--- config.mk ---
export PLATFORM = sky130hd
export DESIGN_NAME = overflow_device_config_header
export DESIGN_NICKNAME = d
export VERILOG_FILES = /design/src/rtl/overflow_cfg_pkg.sv /design/src/rtl/overflow_device_config_header.sv
export VERILOG_INCLUDE_DIRS = /design/src /design/src/rtl
export SDC_FILE = /design/constraint.sdc
export NUM_CORES = 1
export LEC_CHECK = 0
export ABC_CLOCK_PERIOD_IN_PS = 1980
export BUFFER_PORTS_ARGS = -buffer_cell sky130_fd_sc_hd__buf_2
export CAP_MARGIN = 20
export CORE_MARGIN = 2
export CORE_UTILIZATION = 43
export CTS_BUF_LIST = sky130_fd_sc_hd__clkbuf_8 sky130_fd_sc_hd__clkbuf_16
export DETAILED_ROUTE_END_ITERATION = 10
export GPL_ROUTABILITY_DRIVEN = 0
export PLACE_DENSITY = 0.84
export SYNTH_ARGS = -nofsm -noshare
export SYNTH_HDL_FRONTEND = slang
export SYNTH_SLANG_ARGS = --single-unit
--- constraint.sdc ---
create_clock -name clk_i -period 1.98 [get_ports clk_i]
set_input_delay 0.198 -clock clk_i [delete_from_list [all_inputs] [get_ports clk_i]]
set_output_delay 0.198 -clock clk_i [all_outputs]
set_load 0.03 [all_outputs]
--- src/rtl/overflow_cfg_consts.svh ---
// Offsets, field positions and fixed values of the overflow function's configuration header.
`ifndef OVERFLOW_CFG_CONSTS_SVH
`define OVERFLOW_CFG_CONSTS_SVH

// Register indexes; the Wishbone byte address is four times the index.
`define OVF_IDX_COMMAND   8'h04
`define OVF_IDX_STATUS    8'h06
`define OVF_IDX_STEPPING  8'h08
`define OVF_IDX_SUB_CAT   8'h0A
`define OVF_IDX_MAIN_CAT  8'h0B
`define OVF_IDX_HEADER    8'h0E
`define OVF_IDX_BASE      8'h10

// Command field positions.
`define OVF_CMD_IO_BIT    0
`define OVF_CMD_MEM_BIT   1

// Fixed read values.
`define OVF_STATUS_VALUE  16'h0080
`define OVF_SEL_TIMING    2'h0
`define OVF_B2B_CAP       1'h1
`define OVF_SUB_CAT_VALUE 8'h80
`define OVF_MAIN_CAT_VAL  8'h08
`define OVF_HEADER_VALUE  8'h00
`define OVF_BASE_MASK     8'h00
`define OVF_MEM_TYPE      2'h0
`define OVF_SPACE_IND     1'h0
`define OVF_PREFETCH      1'h0

// Base field width and position.
`define OVF_BASE_LSB      12
`define OVF_BASE_W        20

// Reset values of stored state.
`define OVF_RST_EN        1'h0
`define OVF_RST_BASE      20'h00000

`endif

--- src/rtl/overflow_cfg_pkg.sv ---
// Types shared by the overflow function's configuration header.
package overflow_cfg_pkg;

  // Complete state of the header block.
  typedef struct packed {
    logic        ack;
    logic [31:0] dat;
    logic        mem_en;
    logic        io_en;
    logic [19:0] base;
  } hdr_state_type;

endpackage : overflow_cfg_pkg

--- src/rtl/overflow_device_config_header.sv ---
// Configuration header of the overflow function with a classic Wishbone slave.
//
// Summary of operation
// RULE_01 - Command bits 9 to 2 always read zero; writes to them are dropped.
// RULE_02 - Command bit 1 enables memory space, read/write, resets to zero.
// RULE_03 - Command bit 0 enables the I/O range decode, read/write, resets to zero.
// RULE_04 - Status bits 15 to 11 and bit 8 are fixed zero, read-only.
// RULE_05 - Status bits 10:9 read 00b, fast select timing.
// RULE_06 - Status bit 7 reads one; the status register is read-only.
// RULE_07 - Stepping register is read-only and mirrors the primary function's stepping.
// RULE_08 - Sub-category register reads 80h.
// RULE_09 - Main category register reads 08h.
// RULE_10 - Header kind register reads 00h.
// RULE_11 - Software writes window base bits 31:12; stored, reset to zero.
// RULE_12 - Base bits 11:4 read 00h and ignore writes, giving a 4 KB window.
// RULE_13 - Base bit 3 is read-only and reports prefetchability.
// RULE_14 - Base bits 2:1 read 00b, window anywhere in 32-bit space.
// RULE_15 - Base bit 0 reads zero, marking memory space.
// RULE_16 - The window is claimed only while memory space is enabled.
// RULE_17 - Software uses single aligned window accesses of at most four bytes.
// RULE_18 - Reserved command and status bits read zero; writes have no effect.
// RULE_19 - Unimplemented header offsets read zero; writes there are discarded.
//
// Register access over Wishbone was left to the implementer.
`timescale 1ns/10ps
`default_nettype none
`include "overflow_cfg_consts.svh"

module overflow_device_config_header (
  input  wire logic        clk_i,
  input  wire logic        rst_i,
  input  wire logic        cyc_i,
  input  wire logic        stb_i,
  input  wire logic        we_i,
  input  wire logic [9:2]  adr_i,
  input  wire logic [3:0]  sel_i,
  input  wire logic [31:0] dat_i,
  output logic [31:0]      dat_o,
  output logic             ack_o,
  input  wire logic [7:0]  stepping_code_i,
  input  wire logic        win_req_i,
  input  wire logic [31:0] win_adr_i,
  output logic             win_claim_o,
  output logic             mem_space_en_o,
  output logic             io_space_en_o,
  output logic [31:12]     window_base_o
);

  overflow_cfg_pkg::hdr_state_type state;
  overflow_cfg_pkg::hdr_state_type next_state;
  logic [7:0]  idx;
  logic [31:0] rd_data;
  logic        wr_commit;

  assign idx = adr_i;

  // Read multiplexer; everything not listed reads zero, including all reserved bits.
  always_comb begin
    rd_data = 32'h0000_0000;
    unique case (idx)
      `OVF_IDX_COMMAND: begin
        rd_data[15:10]            = 6'h00; // RULE_18
        rd_data[9:2]              = 8'h00; // RULE_01
        rd_data[`OVF_CMD_MEM_BIT] = state.mem_en; // RULE_02
        rd_data[`OVF_CMD_IO_BIT]  = state.io_en; // RULE_03
      end
      `OVF_IDX_STATUS: begin
        rd_data[15:11] = 5'h00; // RULE_04
        rd_data[10:9]  = `OVF_SEL_TIMING; // RULE_05
        rd_data[8]     = 1'h0; // RULE_04
        rd_data[7]     = `OVF_B2B_CAP; // RULE_06
        rd_data[6:0]   = 7'h00; // RULE_18
      end
      `OVF_IDX_STEPPING: rd_data[7:0]  = stepping_code_i; // RULE_07
      `OVF_IDX_SUB_CAT:  rd_data[7:0]  = `OVF_SUB_CAT_VALUE; // RULE_08
      `OVF_IDX_MAIN_CAT: rd_data[7:0]  = `OVF_MAIN_CAT_VAL; // RULE_09
      `OVF_IDX_HEADER:   rd_data[7:0]  = `OVF_HEADER_VALUE; // RULE_10
      `OVF_IDX_BASE: begin
        rd_data[31:12] = state.base; // RULE_11
        rd_data[11:4]  = `OVF_BASE_MASK; // RULE_12
        rd_data[3]     = `OVF_PREFETCH; // RULE_13
        rd_data[2:1]   = `OVF_MEM_TYPE; // RULE_14
        rd_data[0]     = `OVF_SPACE_IND; // RULE_15
      end
      default: rd_data = 32'h0000_0000; // RULE_19
    endcase
  end

  // A write lands on the edge at which the master sees ack, never earlier.
  assign wr_commit = cyc_i & stb_i & we_i & state.ack;

  // Next-state logic: one-wait-state ack, read data latched with the ack.
  always_comb begin
    next_state     = state;
    next_state.ack = cyc_i & stb_i & ~state.ack;
    next_state.dat = (cyc_i & stb_i & ~we_i & ~state.ack) ? rd_data : 32'h0000_0000;
    if (wr_commit && idx == `OVF_IDX_COMMAND && sel_i[0]) begin
      // Only the two enables are stored; bits 15:2 have no storage at all.
      next_state.mem_en = dat_i[`OVF_CMD_MEM_BIT]; // RULE_02
      next_state.io_en  = dat_i[`OVF_CMD_IO_BIT]; // RULE_03
    end
    if (wr_commit && idx == `OVF_IDX_BASE) begin
      if (sel_i[1]) begin
        next_state.base[3:0] = dat_i[15:12]; // RULE_11
      end
      if (sel_i[2]) begin
        next_state.base[11:4] = dat_i[23:16]; // RULE_11
      end
      if (sel_i[3]) begin
        next_state.base[19:12] = dat_i[31:24]; // RULE_11
      end
    end
  end

  // State register with synchronous reset.
  always_ff @(posedge clk_i) begin
    if (rst_i) begin
      state.ack    <= 1'h0;
      state.dat    <= 32'h0000_0000;
      state.mem_en <= `OVF_RST_EN;
      state.io_en  <= `OVF_RST_EN;
      state.base   <= `OVF_RST_BASE;
    end else begin
      state <= next_state;
    end
  end

  assign ack_o          = state.ack;
  assign dat_o          = state.dat;
  assign mem_space_en_o = state.mem_en;
  assign io_space_en_o  = state.io_en;
  assign window_base_o  = state.base;

  // Window claim is combinational so the decode path adds no cycle; a stale base is impossible
  // because the base and enable are both registered.
  assign win_claim_o = win_req_i & state.mem_en
                     & (win_adr_i[31:12] == state.base); // RULE_16
endmodule : overflow_device_config_header
`default_nettype wire

* Yosys cells after proc, flatten, opt, wreduce, memory -nomap -nowiden *
Index checks and enable logic that the tools add are counted.

operators by class
  equal/unequal tests = 7
  mux-type cells = 1
  bitwise gates (word level) = 12
  reductions and logical operators = 9

operators with widths
  operator                                                         number
  8-bit case mux with 4 select lines                               1
  8-bit by 4-bit == test with 1-bit output, second input constant  3
  20-bit == test                                                   1
  8-bit by 3-bit == test with 1-bit output, second input constant  2
  1-bit AND                                                        8
  8-bit by 5-bit == test with 1-bit output, second input constant  1
  2-bit AND reduction                                              3
  1-bit inverter                                                   4
  2-bit OR reduction                                               2
  1-bit logical AND                                                3
  3-bit OR reduction                                               1

storage, ports and cells
  bits in registers = 55
  bits of input ports = 90

* Depth between registers and ports, before layout *
Gate-level depths: netlist (run 1).

  depth in word-level cells = 5
  gate-level depth with buffers = 5
  depth with buffers taken out = 4

* Worst setup path before layout (run 1) *
Ideal clock, no wire load.

  path type = register to output
  start point = reg state (netlist bit window_base_o[31])
  end point = out win_claim_o
  arrival = 2027 ps
  required time = 1782 ps
  path slack = -245 ps
  stages on the path, launching flop included = 5
  buffers on the path = 0
  cells stage by stage = dfxtp_1 -> xor2_1 -> nor4_1 -> nand4_1 -> nor4_1

between the ends
  word-level cells in the longest chain between the ends = 2

ends and longest elaborated chain
  item                    RTL line                              text
  from (decl)             overflow_device_config_header.sv:49   overflow_cfg_pkg::hdr_state_type state;
  from (signal assigned)  overflow_device_config_header.sv:124  state <= next_state;
  20-bit == test          overflow_device_config_header.sv:137  & (win_adr_i[31:12] == state.base);
  1-bit AND               overflow_device_config_header.sv:137
  to (decl)               overflow_device_config_header.sv:43   output logic win_claim_o,

Every way passes these cells.

* Worst setup path after layout (run 1) *
  start point = reg state (netlist bit window_base_o[24])
  end point = out win_claim_o

Same word-level chain as after synthesis.

==> flow_summary.ini, run 1 <==
[worst_setup_path]
r2r-start = ack_o
reg2regPathDepth = 5
critPathLaunch = window_base_o[24]
cp_data_required_time_ns = 1.78
reg2reg_to = dat_o[26]
crit_arrival_ns = 1.69
worst-setup-path-type = reg -> out
crit_path_max_fanout = 4
r2r_slack_ns = 0.40
cp-end-kind = primary output
critPathLaunchType = flop

[floorplan]
boundaryPins = 146
fp-row-count = 24
start_util = 0.455
die_h_um = 72.3
die_w_um = 72.3
core_um2 = 4410
die_area_um2 = 5230

[grt]
grt.overflow.total = 0
grt_pass1_wl_um = 7700
track_usage = 0.189
grt_max_degree = 23
antenna_found_initial = 0
grt_pass1_vias = 1688

[route]
post_drt_wl_per_cell_um = 13.5
ant_nets = 0
remaining_drc_errors = 0
vias = 1686
dr.pass1.iters = 4
detail_route.iter0.violations = 79
wl_um = 4870
viasPerCell = 4.67

[clock_tree]
numCtsBuffers = 5
cts.sinks = 51
clockRootBuffer = clkbuf_8
cts_tree = done
worst_skew_pair.late_latency_ns = 0.29
cts-hold-fix-buffers = 0
cts.reportedPaths.clkPinSlew_ns = 0.09
cts.htree.levels = 2
cts_buffer_depth = 2

[power_and_ir_drop]
p_leak_nw = 1.51
power_density_nw_per_um2 = 650
total_power_w = 0.00180
ir_drop_mv = 0.368

[timing]
drv_slew = 0
fmax_ghz = 0.531
relSlewSlack = 0.642
finalCriticalPeriod_ns = 1.88
fin_worst_skew_ns = 0.00701
final_hold_viol_count = 0
setup_viol = 0
hold_slack_ns = 0.105
grt_setup_unrepaired = yes
fin_crit_sh = 0.951
worst_slew_pin_slew_ns = 0.533

[yosys]
synth-edff-count = 0
synth_top_family_by_area = simple AND/OR/NAND/NOR gates
synthTopCellsByArea = dfxtp_1, mux2i_1, and2_1
synth_cells = 186
synth_xor_area_frac = 0.0873
synth.top_cell.area_share = 0.509
synth-compound-area-share = 0.0200
yosysTopAreaCell = dfxtp_1
syn_avg_cell_area_um2 = 10.8
synth_mux_area_frac = 0.110
yosys_warnings = 0
syn_area_um2 = 2010
ys_ff_latch = 51
async_flop_share = 0
synth_fa_ha_area_frac = 0
synth.distinct_cells = 30
synthSimpleGateAreaFrac = 0.247
seq_area_frac_synth = 0.509
ys.flop_type = dfxtp_1

[finish]
syn_to_final_growth_pct = 37.8
fin_nets = 398
drive_above_1_share = 0.453
antenna_cells = 0
fin_area_um2 = 2770
fillers = 381

[worst_hold_path]
min_to = dat_o[2]
hold_path_class = in -> reg
hp-start = stepping_code_i[2]
hold_depth = 2

[placement]
placed_area_um2 = 2650
dpl.hpwl_um = 3900
port_buffers = 119

[flow_run]
maxCapViolations = 0

[run_status]
status = finished clean
-- synth_stat cells, types with 2 or more instances --
cell type,instances
dfxtp_1,51
nor2_1,27
and2_1,24
mux2i_1,22
xnor2_1,12
xor2_1,8
buf_4,4
nand2_1,4
nand4_1,4
clkbuf_1,3
nor4_1,3
a22oi_1,2
buf_2,2
nand3b_1,2
nand4_4,2
nor3b_1,2
-- cells in the final DEF (no fill, tap or decap), types with 4 or more instances in the layout --
| cell | synthesis | final |
|---|---|---|
| buf_2 | 2 | 118 |
| nand4_1 | 4 | 4 |
| xor2_1 | 8 | 8 |
| nand2_1 | 4 | 4 |
| mux2i_1 | 22 | 22 |
| xnor2_1 | 12 | 12 |
| clkbuf_8 | 0 | 7 |
| and2_1 | 24 | 24 |
| dfxtp_1 | 51 | 48 |
| conb_1 | 1 | 4 |
| nor2_1 | 27 | 27 |
-- cell families after synthesis --
logic type,count (synthesis)
AOI/OAI and AO/OA,5
xor gates and xnor gates,20
buffers and inverters,9
DFF,51
muxes,22
other,1
and+or+nand+nor,78
-- power by group --
| group | switching [W] | internal, W |
|---|---|---|
| registers | 0.000000795 | 0.00103 |
| clock network | 0.000316 | 0.000318 |
| logic | 0.0000668 | 0.0000702 |
| total | 0.000383 | 0.00141 |
-- flip-flops by register name, indices dropped and copies added (netlist names) --
signal          count
dat_o              28
window_base_o      20
ack_o               1
io_space_en_o       1
mem_space_en_o      1
-- worst max path at each step --
stage,end,slack [ns],cells after the start
5_1_grt,win_claim_o,-0.06,5
3_3_place_gp,win_claim_o,0.35,5
4_1_cts,win_claim_o,-0.0002,5
2_1_floorplan,win_claim_o,0.06,4
6_report,win_claim_o,0.1,5
3_5_place_dp,win_claim_o,0.28,5
-- metal layers --
layer	wire, um	track usage	up-vias
met5	0	0	-
met4	99	0.0692	0
met2	2540	0.350	57
li1	-	-	861
met3	244	0.0264	8
met1	1990	0.220	760
-- critical path, stage by stage (launching register included) --
cell and delay [ns]:
dfxtp_2 0.35, xor2_1 0.18, nor4_1 0.25, nand4_1 0.18, nor4_2 0.24, buf_4 0.20
-- area by class of cell --
type                            instances  area [um^2]  share of cell area
Tap cell                               52         65.1              0.0235
Timing Repair Buffer                  121          613               0.222
Clock inverter                          1         7.51             0.00271
Multi-Input combinational cell        129          958               0.347
Sequential cell                        51         1020               0.371
Clock buffer                            7         96.3              0.0348
-- through the flow --
stage	TNS, ns	instances	setup slack [ns]	utilization
detailed placement	0	353	0.277	0.600
floorplan	0	189	0.0616	-
CTS	-0.000191	361	-0.000191	0.625
global route	-0.0619	361	-0.0619	0.626
global placement	0	353	0.350	0.600
finish	0	361	0.0963	0.626
-- repair_timing --
item | in CTS | in global routing
buffers inserted | 0 | 0
gates cloned | 0 | 0
resized for setup | 4 | 1
pin swaps | 4 | 2
endpoints found under the setup margin | 1 | 1
Note: power is estimated with default switching activity, not from simulation.
==> inputs of run 2 (changes only) <==
ABC_CLOCK_PERIOD_IN_PS = 1670   (was 1980)
CORE_UTILIZATION = 36   (was 43)
PLACE_DENSITY = 0.75   (was 0.84)
clock period = 1.67 ns   (was 1.98 ns; I/O delays follow)
==> run 2 against run 1 <==
  * The run now ends with negative setup slack left
  * Cell area up 2.9%
  * Clock skew down 0.0013 ns
  * Setup slack lost 0.32 ns
  * Routed wire length increased by 2.2%
  * Final cell count grew 6.9%
  * Critical path depth is the same
  * Register-to-register slack worse by 0.18 ns
  * Non-clock buffer count up 6
  * Global-route usage shrank 3.1 points
  * Utilization down 10 points
  * Highest routed layer unchanged
==> flow_summary.ini, run 2 (synthesized netlist as in run 1, its figures left out) <==
[timing]
fin_ws_ns = -0.221
drv_slew = 0
fin_tns_setup_ns = -0.221
fmax_ghz = 0.529
fin_crit_sh = 1.13
hold_slack_ns = 0.0698
grt_setup_unrepaired = yes
finalCriticalPeriod_ns = 1.89
fin_worst_skew_ns = 0.00575
final_hold_viol_count = 0
setup_viol = 1

[grt]
track_usage = 0.158
grt_max_degree = 23
grt.overflow.total = 0
grt_pass1_vias = 1561
antenna_found_initial = 0
grt_pass1_wl_um = 7470

[worst_setup_path]
crit_arrival_ns = 1.72
r2r_slack_ns = 0.22
worst-setup-path-type = reg -> out
max_stage_delay_ns = 0.34
cp-end-kind = primary output
crit_path_max_fanout = 2
crit_family = simple AND/OR/NAND/NOR gates
cp_data_required_time_ns = 1.50
crit_path_top_delay_cell = dfxtp_2
path_cells = xor2_1 > nor4_1 > nand4_1 > nor4_4 > buf_6
critPathLaunchType = flop
cp_num_buf_inv = 1

[finish]
fillers = 519
largest_reg_flops = 28
drive_above_1_share = 0.462
syn_to_final_growth_pct = 41.8
layout_common_cells = buf_2, dfxtp_1, nor2_1
fin_nets = 404
antenna_cells = 0
final_common_cell = buf_2

[route]
wl_um = 4980
dr.pass1.iters = 4
viasPerCell = 4.50
post_drt_wl_per_cell_um = 12.9
detail_route.iter0.violations = 45
ant_nets = 0
vias = 1737
remaining_drc_errors = 0

[worst_hold_path]
hold_path_class = in -> reg

[floorplan]
die_h_um = 78.7
start_util = 0.369
boundaryPins = 146
core_um2 = 5440
die_area_um2 = 6190
die_w_um = 78.7
fp-row-count = 27

[clock_tree]
cts_buffer_depth = 2
numCtsBuffers = 5
cts.htree.levels = 2
worst_skew_pair.late_latency_ns = 0.30
clockRootBuffer = clkbuf_8
cts.sinks = 51
cts.reportedPaths.clkPinSlew_ns = 0.09
cts_tree = done
cts-hold-fix-buffers = 0

[run_status]
violations = negative setup slack
status = finished with violations

[flow_run]
maxCapViolations = 0

[placement]
dpl.hpwl_um = 3870
port_buffers = 119

[power_and_ir_drop]
ir_drop_mv = 0.396
total_power_w = 0.00221
power_density_nw_per_um2 = 778
p_leak_nw = 1.56
## run 2: cell types whose count changed in the layout (fill, tap and decap cells not counted), sizes merged
cell / delta
buf: +6
clkbuf: -2
bufinv: +1
## run 2: repair_timing
action	CTS	global route
pin swaps	3	2
cloned	0	0
resized for setup	3	0
buffers inserted	0	0
endpoints found under the setup margin	1	1
## run 2: area by class of cell
type	instances	area (um^2)	share of cell area
Multi-Input combinational cell	129	961	0.338
Clock inverter	2	37.5	0.0132
Sequential cell	51	1030	0.361
Timing Repair Buffer	127	662	0.233
Clock buffer	5	68.8	0.0242
Tap cell	72	90.1	0.0317
## run 2: per-stage QoR
| stage | std cells | setup slack, ns | utilization | instance area (um^2) |
|---|---|---|---|---|
| 3_3_place_gp | 379 | 0.0683 | 0.502 | 2730 |
| 5_1_grt | 386 | -0.368 | 0.523 | 2850 |
| 2_1_floorplan | 189 | 0.0286 | - | 2040 |
| 6_report | 386 | -0.221 | 0.523 | 2850 |
| 3_5_place_dp | 379 | 0.0102 | 0.502 | 2730 |
| 4_1_cts | 386 | -0.283 | 0.523 | 2850 |
## run 2: worst paths after layout
| kind | depth (start not counted) | end | startpoint |
|---|---|---|---|
| worst min-delay path | 2 | dat_o[2] | stepping_code_i[2] |
| worst max-delay path | 5 | win_claim_o | window_base_o[14] |
| worst min register to register | 1 | dat_o[25] | window_base_o[25] |
| worst max register to register | 5 | dat_o[14] | ack_o |
## run 2: layer usage
metal,vias up,GRT usage,wire (um)
met3,5,0.0529,398
met5,-,0,0
met2,80,0.265,2320
met1,778,0.192,2210
li1,874,-,-
met4,0,0.0474,53
## run 2: power by group
part           switching (W)  internal (W)
clock network       0.000394      0.000438
logic              0.0000801     0.0000848
registers        0.000000601       0.00122
==> inputs of run 3 (changes only) <==
RECOVER_POWER = 100   (was unset)
==> run 3 against run 2 <==
  * The flow still finishes with violations (negative setup slack)
  * Sequential share of layout area rose by 1.3 points
  * Worst hold slack improved by 0.0018 ns
  * Total power fell by 0.24%
  * Cell area fell by 3.4%
  * Routed wire length rose by 0.64%
  * First-iteration DRC count fell by 8.9%
  * Maximum frequency barely moved
  * Critical path depth did not move
  * Utilization fell by 1.8 points
  * Global-route usage did not move
  * Die area did not move
  * Setup slack improved by 0.0011 ns
  * Largest cell class unchanged
  * Largest power group unchanged
==> flow_summary.ini, run 3 (synthesized netlist as in run 1, its figures left out) <==
[timing]
hold_slack_ns = 0.0716
finalCriticalPeriod_ns = 1.89
setup_viol = 1
fin_tns_setup_ns = -0.220
fin_crit_sh = 1.13
grt_setup_unrepaired = yes
fmax_ghz = 0.529
fin_ws_ns = -0.220
fin_worst_skew_ns = 0.00483
final_hold_viol_count = 0
drv_slew = 0

[clock_tree]
cts.reportedPaths.clkPinSlew_ns = 0.09
cts_buffer_depth = 2
numCtsBuffers = 5
cts.htree.levels = 2
cts_tree = done
cts_setup_buffers = 0
clockRootBuffer = clkbuf_8
cts.sinks = 51
worst_skew_pair.late_latency_ns = 0.30

[floorplan]
core_um2 = 5440
die_w_um = 78.7
boundaryPins = 146
start_util = 0.369
fp-row-count = 27
die_area_um2 = 6190
die_h_um = 78.7

[finish]
antenna_cells = 0
layout_common_cells = buf_2, clkbuf_1, dfxtp_1
final_common_cell = buf_2
fin_area_um2 = 2750
layout.cells.non_filler = 386
syn_to_final_growth_pct = 36.9
final_util = 0.505
fin_nets = 404
drive_above_1_share = 0.293
largest_reg_flops = 28

[placement]
dp.cells = 379
placed_area_um2 = 2730
dpl.hpwl_um = 3870
port_buffers = 119

[worst_setup_path]
reg2regPathDepth = 4
critPathLaunch = window_base_o[14]
cp-end-kind = primary output
crit_family = simple AND/OR/NAND/NOR gates
cp_num_buf_inv = 1
crit_path_top_delay_cell = dfxtp_2
crit_arrival_ns = 1.72
max_stage_delay_ns = 0.33
critPathLaunchType = flop
critical_path_depth = 5
r2r-start = ack_o
r2r_slack_ns = 0.14
reg2reg_to = window_base_o[16]
crit_path_max_fanout = 2
cp-endpoint = win_claim_o
cp_data_required_time_ns = 1.50
path_cells = xor2_1 > nor4_1 > nand4_1 > nor4_4 > buf_6
worst-setup-path-type = reg -> out

[grt]
antenna_found_initial = 0
grt_max_degree = 23
grt_pass1_vias = 1561
grt.overflow.total = 0
grt_pass1_wl_um = 7470
track_usage = 0.158

[route]
post_drt_wl_per_cell_um = 13.0
dr.pass1.iters = 4
detail_route.iter0.violations = 41
remaining_drc_errors = 0
wl_um = 5010
ant_nets = 0
vias = 1733
viasPerCell = 4.49

[power_and_ir_drop]
power_density_nw_per_um2 = 804
p_leak_nw = 1.33
ir_drop_mv = 0.402

[worst_hold_path]
hold_path_class = in -> reg

[run_status]
status = finished with violations
violations = negative setup slack

[flow_run]
maxCapViolations = 0
==> run 3: changes by cell type in the layout (fill, tap and decap cells not counted), moves of 2 or more <==
| cell | previous run | this run |
|---|---|---|
| clkbuf_2 | 0 | 2 |
| and2_1 | 24 | 20 |
| nand4_4 | 2 | 0 |
| buf_2 | 118 | 67 |
| and2_0 | 0 | 4 |
| clkbuf_1 | 0 | 51 |
| buf_4 | 8 | 6 |
==> run 3: area by class of cell <==
| cell class | instances | area (um^2) |
|---|---|---|
| clock buffers | 5 | 68.8 |
| clock inverters | 2 | 37.5 |
| fillers | 556 | 2690 |
| multi-input cells | 129 | 932 |
| flip-flops and latches | 51 | 1030 |
| well taps | 72 | 90.1 |
| repair buffers | 127 | 593 |
==> run 3: worst min-delay path by stage <==
| stage | start | to | slack (ns) | cells past startpoint |
|---|---|---|---|---|
| floorplan | rst_i | window_base_o[16] | 0.23 | 1 |
| global placement | stepping_code_i[6] | dat_o[6] | 0.37 | 2 |
| detailed placement | stepping_code_i[4] | dat_o[4] | 0.38 | 2 |
| CTS | stepping_code_i[4] | dat_o[4] | 0.06 | 2 |
| global route | stepping_code_i[4] | dat_o[4] | 0.05 | 2 |
| finish | stepping_code_i[2] | dat_o[2] | 0.07 | 2 |
==> run 3: what timing repair did <==
| action | CTS | global route |
|---|---|---|
| resized for setup | 3 | 0 |
| pin swaps | 3 | 2 |
| hold endpoints to repair | 0 | 0 |
| setup endpoints to repair | 1 | 1 |
| hold buffers | 0 | 0 |
==> run 3: layer usage <==
layer  share of wire  up-vias  track usage
li1                -      872            -
met1            0.45      780        0.192
met2            0.46       76        0.265
met3           0.076        5       0.0529
met4           0.011        0       0.0474
met5               0        -            0
==> run 3: per-stage QoR <==
stage | setup WS [ns] | power [W]
floorplan | 0.0286 | 0.00131
global placement | 0.0683 | 0.00141
detailed placement | 0.0102 | 0.00141
CTS | -0.283 | 0.00224
global route | -0.368 | 0.00232
finish | -0.220 | 0.00221
==> run 3: report_power, final <==
part	total (W)	internal [W]	leakage (nW)	switching, W
logic	0.000162	0.0000842	0.864	0.0000776
clock network	0.000830	0.000438	0.0502	0.000392
registers	0.00122	0.00122	0.413	0.000000668
total	0.00221	0.00174	1.33	0.000471
